File: src/sfc_pkg.sv
package sfc_pkg;

  // frame geometry, in shift-clock edges
  localparam logic [3:0] SFC_CMD_BITS   = 4'h8;
  localparam logic [3:0] SFC_ADDR_EDGE  = 4'h4;
  localparam logic [3:0] SFC_SAMP_EDGE  = 4'h4;
  localparam logic [3:0] SFC_FRAME_BITS = 4'hC;
  localparam logic [3:0] SFC_CNT_ZERO   = 4'h0;
  localparam logic [3:0] SFC_CNT_ONE    = 4'h1;

  // result and command layout
  localparam int         SFC_RES_W      = 12;
  localparam int         SFC_CMD_W      = 8;
  localparam int         SFC_ADDR_W     = 4;
  localparam int         SFC_LSBF_POS   = 1;

  // reset values
  localparam logic [11:0] SFC_RES_RST   = 12'h000;
  localparam logic [7:0]  SFC_CMD_RST   = 8'h00;
  localparam logic [3:0]  SFC_ADDR_RST  = 4'h0;

  // conversion time
  localparam int          SFC_CLK_PERIOD_NS = 10;
  localparam int          SFC_CONV_TIME_NS  = 10000;
  localparam int          SFC_CONV_CYCLES   =
    SFC_CONV_TIME_NS / SFC_CLK_PERIOD_NS;
  localparam logic [9:0]  SFC_CONV_LAST     = 10'(SFC_CONV_CYCLES - 1);
  localparam logic [9:0]  SFC_CONV_CNT_ZERO = 10'h000;
  localparam logic [9:0]  SFC_CONV_CNT_ONE  = 10'h001;

  // frame sequencer states
  typedef enum logic [2:0] {
    SFC_FR_IDLE  = 3'h1,
    SFC_FR_SHIFT = 3'h2,
    SFC_FR_HOLD  = 3'h4
  } sfc_frame_t;

  // conversion controller states
  typedef enum logic [1:0] {
    SFC_CV_IDLE = 2'h1,
    SFC_CV_BUSY = 2'h2
  } sfc_conv_t;

  // result in the requested bit order, first bit out at the top
  function automatic logic [11:0] sfc_order(input logic [11:0] d,
                                           input logic        lsbf);
    logic [11:0] r;
    r = d;
    if (lsbf) begin
      for (int i = 0; i < SFC_RES_W; i++) begin
        r[i] = d[SFC_RES_W-1-i];
      end
    end
    return r;
  endfunction

endpackage

File: src/sfc_conv_if.sv
`timescale 1ns/1ns
interface sfc_conv_if;
  logic        start;
  logic        done;
  logic [11:0] result;
  modport seq (output start, input done, input result);
  modport ctl (input start, output done, output result);
endinterface

File: src/sfc_frame_ctrl.sv
`timescale 1ns/1ns
// Function
// the first eight shift-clock rises of a frame clock in the command.
// the channel address is presented after the fourth rise.
// sampling runs from the fourth fall to the last fall of the frame.
// the eleven remaining result bits follow the first one out.
// the serial output changes only on shift-clock falls; the code also loads the first result bit on the chip select fall.
// the last fall ends sampling and starts the internal conversion.
// chip select falling resets the frame; rising disables it.
// output is off while chip select is high, first bit on its fall.
// end of conversion is low from the last fall until the result.
// the host sends the four address bits first, msb first.
module sfc_frame_ctrl
  import sfc_pkg::*;
(
  input  wire logic        REF_CLK,
  input  wire logic        SRST,
  input  wire logic        CS_N,
  input  wire logic        IO_CLK,
  input  wire logic        DIN,
  input  wire logic [11:0] CONV_DATA,
  output logic             DOUT_O,
  output logic             DOUT_OE,
  output logic             EOC,
  output logic             SAMPLE,
  output logic [3:0]       ADDR,
  output logic [7:0]       CMD
);

  sfc_conv_if cv ();

  sfc_conv_ctl u_conv (
    .clk       (REF_CLK),
    .srst      (SRST),
    .conv_data (CONV_DATA),
    .cv        (cv)
  );

  // pin synchronisers, stage 2 vs 3 for edges
  logic [2:0] cs_sync_reg;
  logic [2:0] clk_sync_reg;
  logic [1:0] din_sync_reg;

  always_ff @(posedge REF_CLK) begin
    if (SRST) begin
      cs_sync_reg  <= 3'h7;
      clk_sync_reg <= 3'h0;
      din_sync_reg <= 2'h0;
    end else begin
      cs_sync_reg  <= {cs_sync_reg[1:0], CS_N};
      clk_sync_reg <= {clk_sync_reg[1:0], IO_CLK};
      din_sync_reg <= {din_sync_reg[0], DIN};
    end
  end

  logic cs_low;
  logic cs_fall;
  logic clk_rise;
  logic clk_fall;
  logic din_s;

  // edge detection on synchronised pins
  assign cs_low   = ~cs_sync_reg[1];
  assign cs_fall  = ~cs_sync_reg[1] & cs_sync_reg[2];
  assign clk_rise = clk_sync_reg[1] & ~clk_sync_reg[2];
  assign clk_fall = ~clk_sync_reg[1] & clk_sync_reg[2];
  assign din_s    = din_sync_reg[1];

  sfc_frame_t  state_reg, state_next;
  logic [3:0]  rise_cnt_reg, rise_cnt_next;
  logic [3:0]  fall_cnt_reg, fall_cnt_next;
  logic [7:0]  cmd_sh_reg, cmd_sh_next;
  logic [7:0]  cmd_reg, cmd_next;
  logic [3:0]  addr_reg, addr_next;
  logic        lsbf_reg, lsbf_next;
  logic [11:0] out_sh_reg, out_sh_next;
  logic        dout_reg, dout_next;
  logic        oe_reg, oe_next;
  logic        sample_reg, sample_next;
  logic        start_reg, start_next;
  logic        eoc_reg, eoc_next;

  // frame sequencing
  always_comb begin
    state_next    = state_reg;
    rise_cnt_next = rise_cnt_reg;
    fall_cnt_next = fall_cnt_reg;
    cmd_sh_next   = cmd_sh_reg;
    cmd_next      = cmd_reg;
    addr_next     = addr_reg;
    lsbf_next     = lsbf_reg;
    out_sh_next   = out_sh_reg;
    dout_next     = dout_reg;
    oe_next       = oe_reg;
    sample_next   = sample_reg;
    start_next    = 1'b0;
    if (!cs_low) begin
      state_next  = SFC_FR_IDLE;
      oe_next     = 1'b0;
      sample_next = 1'b0;
    end else if (cs_fall) begin
      state_next    = SFC_FR_SHIFT;
      rise_cnt_next = SFC_CNT_ZERO;
      fall_cnt_next = SFC_CNT_ZERO;
      out_sh_next   = sfc_order(cv.result, lsbf_reg);
      dout_next     = out_sh_next[SFC_RES_W-1];
      oe_next       = 1'b1;
    end else if (state_reg == SFC_FR_SHIFT) begin
      if (clk_rise && (rise_cnt_reg < SFC_CMD_BITS)) begin
        cmd_sh_next   = {cmd_sh_reg[SFC_CMD_W-2:0], din_s};
        rise_cnt_next = rise_cnt_reg + SFC_CNT_ONE;
        if (rise_cnt_next == SFC_ADDR_EDGE) begin
          addr_next = cmd_sh_next[SFC_ADDR_W-1:0];
        end
        if (rise_cnt_next == SFC_CMD_BITS) begin
          cmd_next  = cmd_sh_next;
          lsbf_next = cmd_sh_next[SFC_LSBF_POS];
        end
      end
      if (clk_fall) begin
        fall_cnt_next = fall_cnt_reg + SFC_CNT_ONE;
        if (fall_cnt_next == SFC_SAMP_EDGE) begin
          sample_next = 1'b1;
        end
        if (fall_cnt_next == SFC_FRAME_BITS) begin
          sample_next = 1'b0;
          start_next  = 1'b1;
          state_next  = SFC_FR_HOLD;
        end else begin
          out_sh_next = {out_sh_reg[SFC_RES_W-2:0], 1'b0};
          dout_next   = out_sh_reg[SFC_RES_W-2];
        end
      end
    end
  end

  // end of conversion flag
  always_comb begin
    eoc_next = eoc_reg;
    if (start_reg) begin
      eoc_next = 1'b0;
    end
    if (cv.done) begin
      eoc_next = 1'b1;
    end
  end

  always_ff @(posedge REF_CLK) begin
    if (SRST) begin
      state_reg    <= SFC_FR_IDLE;
      rise_cnt_reg <= SFC_CNT_ZERO;
      fall_cnt_reg <= SFC_CNT_ZERO;
      cmd_sh_reg   <= SFC_CMD_RST;
      cmd_reg      <= SFC_CMD_RST;
      addr_reg     <= SFC_ADDR_RST;
      lsbf_reg     <= 1'b0;
      out_sh_reg   <= SFC_RES_RST;
      dout_reg     <= 1'b0;
      oe_reg       <= 1'b0;
      sample_reg   <= 1'b0;
      start_reg    <= 1'b0;
      eoc_reg      <= 1'b1;
    end else begin
      state_reg    <= state_next;
      rise_cnt_reg <= rise_cnt_next;
      fall_cnt_reg <= fall_cnt_next;
      cmd_sh_reg   <= cmd_sh_next;
      cmd_reg      <= cmd_next;
      addr_reg     <= addr_next;
      lsbf_reg     <= lsbf_next;
      out_sh_reg   <= out_sh_next;
      dout_reg     <= dout_next;
      oe_reg       <= oe_next;
      sample_reg   <= sample_next;
      start_reg    <= start_next;
      eoc_reg      <= eoc_next;
    end
  end

  // conversion hand-over, one-cycle pulse
  assign cv.start = start_reg;

  // outputs straight from flip-flops
  assign DOUT_O  = dout_reg;
  assign DOUT_OE = oe_reg;
  assign EOC     = eoc_reg;
  assign SAMPLE  = sample_reg;
  assign ADDR    = addr_reg;
  assign CMD     = cmd_reg;

  logic in_frame;
  assign in_frame = cs_low && !cs_fall && (state_reg == SFC_FR_SHIFT);
endmodule

File: src/sfc_conv_ctl.sv
`timescale 1ns/1ns
module sfc_conv_ctl
  import sfc_pkg::*;
(
  input wire logic        clk,
  input wire logic        srst,
  input wire logic [11:0] conv_data,
  sfc_conv_if.ctl         cv
);

  sfc_conv_t   state_reg, state_next;
  logic [9:0]  cnt_reg, cnt_next;
  logic        done_reg, done_next;
  logic [11:0] res_reg, res_next;

  // conversion timing, free of the shift clock
  always_comb begin
    state_next = state_reg;
    cnt_next   = cnt_reg;
    done_next  = 1'b0;
    res_next   = res_reg;
    unique case (state_reg)
      SFC_CV_IDLE: begin
        if (cv.start) begin
          state_next = SFC_CV_BUSY;
          cnt_next   = SFC_CONV_CNT_ZERO;
        end
      end
      SFC_CV_BUSY: begin
        cnt_next = cnt_reg + SFC_CONV_CNT_ONE;
        if (cnt_reg == SFC_CONV_LAST) begin
          state_next = SFC_CV_IDLE;
          done_next  = 1'b1;
          res_next   = conv_data;
        end
      end
      default: state_next = SFC_CV_IDLE;
    endcase
  end

  always_ff @(posedge clk) begin
    if (srst) begin
      state_reg <= SFC_CV_IDLE;
      cnt_reg   <= SFC_CONV_CNT_ZERO;
      done_reg  <= 1'b0;
      res_reg   <= SFC_RES_RST;
    end else begin
      state_reg <= state_next;
      cnt_reg   <= cnt_next;
      done_reg  <= done_next;
      res_reg   <= res_next;
    end
  end

  assign cv.done   = done_reg;
  assign cv.result = res_reg;
endmodule

File: config.mk
export PLATFORM = sky130hd
export DESIGN_NAME = sfc_frame_ctrl
export DESIGN_NICKNAME = d
export VERILOG_FILES = /design/src/sfc_pkg.sv /design/src/sfc_conv_if.sv /design/src/sfc_frame_ctrl.sv /design/src/sfc_conv_ctl.sv
export SDC_FILE = /design/constraint.sdc
export NUM_CORES = 1
export LEC_CHECK = 0
export ABC_CLOCK_PERIOD_IN_PS = 2220
export BUFFER_PORTS_ARGS = -buffer_cell sky130_fd_sc_hd__buf_2
export CORE_UTILIZATION = 59
export DETAILED_ROUTE_END_ITERATION = 7
export PLACE_DENSITY = 0.79
export SYNTH_ARGS = -nofsm -noshare
export SYNTH_HDL_FRONTEND = slang
export SYNTH_SLANG_ARGS = --single-unit
File: constraint.sdc
create_clock -name REF_CLK -period 2.22 [get_ports REF_CLK]
set_clock_uncertainty 0.1 [all_clocks]
set_input_delay 0.222 -clock REF_CLK [delete_from_list [all_inputs] [get_ports REF_CLK]]
set_output_delay 0.222 -clock REF_CLK [all_outputs]
set_load 0.01 [all_outputs]
==> summary.txt <==
Status
  – Outcome: complete, no violations

Placed design
  – Worst slack, placed: 0.210 ns
  – I/O Buffers: 32
  – Final RePlAce weighted congestion: 0.787
  – Hpwl dp: approximately 4.4 mm

GRT
  – M2 GR Usage: 0.384
  – Global-route met1 utilization: 0.291
  – Vias in the first global route: between 2000 and 2500
  – Largest net degree at the start of global routing: 37
  – Total global routing overflow: 0
  – GR Layer Usage met3: 0.0409
  – GR Util All Layers: 0.232
  – First-pass GRT wire length: approximately 11 mm
  – Initial antenna violation count: 0
  – GRT Max-Usage Layer: met2

Timing
  – Final Hold Viols: 0
  – RSZ-0062 raised after global routing: no
  – Worst hold margin: between 0.01 and 0.015 ns
  – TNS Setup: 0 ns
  – Peak Freq: roughly 500 MHz
  – Final Setup Violations: 0
  – Final Critical Period: approximately 2.0 ns
  – Period utilisation layout: 0.918
  – Final setup margin: approximately 0.18 ns
  – Rel. slew slack: 0.557
  – Max-slew violation count: 0
  – Least-Margin Pin Slew: around 0.66 ns

Clocking
  – Hold_buf cts: 9
  – H-tree level count: 3
  – Resize count post-CTS: 0
  – Root Driver: clkbuf_8
  – Clock Latency Late Sink: 0.35 ns
  – CTS tree: built
  – Clk pin slew, worst setup/hold paths: around 0.08 ns
  – CTS buffer count: 9
  – Postcts setup bufs: 0
  – Max clock buf depth: 2
  – CTS Sinks: 79

Pwr
  – Max IR drop VDD: 466 µV
  – Reg power frac: 0.487
  – Combinational Power Share: 0.034
  – Total power: 2.94 mW
  – Int Power: between 2 and 2.5 mW
  – P_leak: between 1.5 and 2 nW
  – P per Cell Area: about 700 nW/µm²
  – Net Sw Frac: 0.194
  – P_sw: 0.569 mW
  – Clock network fraction of design power: 0.479

Yosys
  – Seq/Total Area, Yosys: 0.439
  – Post-Syn Instances: between 300 and 400
  – Top_reg_cell synth: dfxtp_1
  – Yosys synthesis warning count: 0
  – Netlist Area Pre-Place: about 3600 µm²
  – Syn avg cell area: ~9.6 µm²
  – Post-synth EDFFs: 0
  – Fraction of registers with async set/reset: 0
  – Syn Nets: 396
  – Yosys cell types: 47
  – Yosys reg bits: just under 80

Worst setup path
  – Critical R2R Launch: rise_cnt_reg[3]
  – Buffers and inverters on the worst path: 0
  – Worst setup SP type: flop
  – Slowest CP cell: or4b_4
  – R2r endpoint: CMD[0]
  – CP cell instances: or4b_4 > nor4_4 > o21a_1 > mux2i_1
  – Setup CP Type: flop to flop
  – Crit-path max FO: 8
  – CP delay by family, top: simple AND/OR/NAND/NOR gates
  – R2r setup slk: 0.18 ns
  – WP data arrival: 2.21 ns
  – Max incr delay on CP: 0.60 ns
  – CP Capture Type: flop
  – R2r worst-path depth: 4
  – Required @ worst endpoint: roughly 2.4 ns

Route
  – Number of nets with antenna violations after routing: 0
  – Routed WL: just under 7 mm
  – DRC Markers: 0
  – Avg Vias per Cell: about 5.5
  – DR vias: 2687
  – Drt first-iter violations: 92
  – Wirelength per Cell: 14.0 µm
  – Number of detailed-route iterations in the first pass: 4

Min path
  – Hold WC Path Type: primary input to flop
  – Hold path endpoint: u_conv.cv.result[3]
  – Hold depth: 3
  – Hold Startpoint: CONV_DATA[3]

Die
  – Die area: 6420 µm²
  – Chip Height: 80.1 µm
  – Num rows: 28
  – IO Pins: 33
  – Floorplan core area: 5890 µm²
  – Initial Util: 0.612
  – Die Wd: 80.1 µm

Final layout
  – Layout cells sized above 1: 0.173
  – Max FFs per register: 12
  – # nets final: about 430
  – Most frequent cells in the layout: dfxtp_1, mux2i_1, nor2_1, nand2b_1, buf_2
  – Commonest non-fill, non-tap cell in the layout: dfxtp_1
  – Ant diodes: 0
  – Area growth, synth to finish: 15.8%
  – FILL cells: 447

Job
  – Max-Cap Viols: 0
==> kinds of logic (layout without fill, tap and decap cells) <==
kind of cell    after synthesis  count (layout)  share of synthesized area
compound gates               50              50                     0.0945
xor+xnor                      2               2                    0.00487
fa+ha+maj                     5               5                     0.0174
buf+inv                      31              72                     0.0417
flops                        79              79                      0.439
mux                          59              59                      0.165
simple gates                148             148                      0.237
==> area by class of cell <==
class                   instances  area [µm²]  area share
clock buffers                  11         141      0.0339
clock inverters                 5         129      0.0309
inverters                       5        18.8     0.00450
multi-input cells             264        1870       0.448
flip-flops and latches         79        1580       0.379
well taps                      75        93.8      0.0225
repair buffers                 51         338      0.0810
==> per-stage QoR <==
stage               cell area, µm²  utilization  cells
floorplan                     3600            -    374
global placement              3810        0.647    465
global route                  4170        0.709    490
detailed placement            3810        0.647    465
finish                        4170        0.709    490
CTS                           4170        0.709    490
==> routing by layer <==
layer | routed length (µm) | up-vias
met5 | 0 | -
met4 | 99 | 0
met3 | 227 | 10
met2 | 3300 | 48
met1 | 3220 | 1257
li1 | - | 1372
==> worst max path at each step <==
stage               depth (start not counted)            end  slack, ns             from
finish                                      4         CMD[0]       0.18  rise_cnt_reg[3]
global route                                7  out_sh_reg[5]       0.03  fall_cnt_reg[0]
CTS                                         4         CMD[0]       0.16  rise_cnt_reg[3]
detailed placement                          7  out_sh_reg[5]       0.21  fall_cnt_reg[0]
global placement                            4         CMD[3]       0.28  rise_cnt_reg[3]
floorplan                                   7         DOUT_O       0.24  fall_cnt_reg[0]
==> synthesized netlist by cell type (4+ instances only) <==
library cell  instances  area share
ha_1                  5       0.017
nand4_1               6       0.010
nand2_1              14       0.015
o21ai_0               8       0.011
nand3b_1              4      0.0083
mux2_2                4       0.013
a211o_1              10       0.024
nand3_1               4      0.0056
clkbuf_1             16       0.017
nor2b_1              11       0.019
a21oi_1              13       0.018
a31oi_1               4      0.0070
nand2b_1             34       0.059
mux2i_1              55        0.15
dfxtp_1              79        0.44
nor2_1               45       0.047
nor3b_1               4      0.0083
inv_1                 5      0.0052
buf_2                 6      0.0083
==> worst min-delay path, cell delays in order <==
cell and delay (ns):
buf_2 0.08, mux2i_1 0.06, nor2_1 0.08
==> power groups by stage <==
| stage | registers, mW | logic, mW | clock network, mW |
|---|---|---|---|
| 2_1_floorplan | 1.46 | 0.0607 | 0 |
| 4_1_cts | 1.43 | 0.0988 | 1.43 |
| 3_5_place_dp | 1.46 | 0.0862 | 0 |
| 3_3_place_gp | 1.46 | 0.0846 | 0 |
| 6_report | 1.43 | 0.0989 | 1.41 |
| 5_1_grt | 1.43 | 0.109 | 1.49 |
Power figures use the tool's default switching activity.
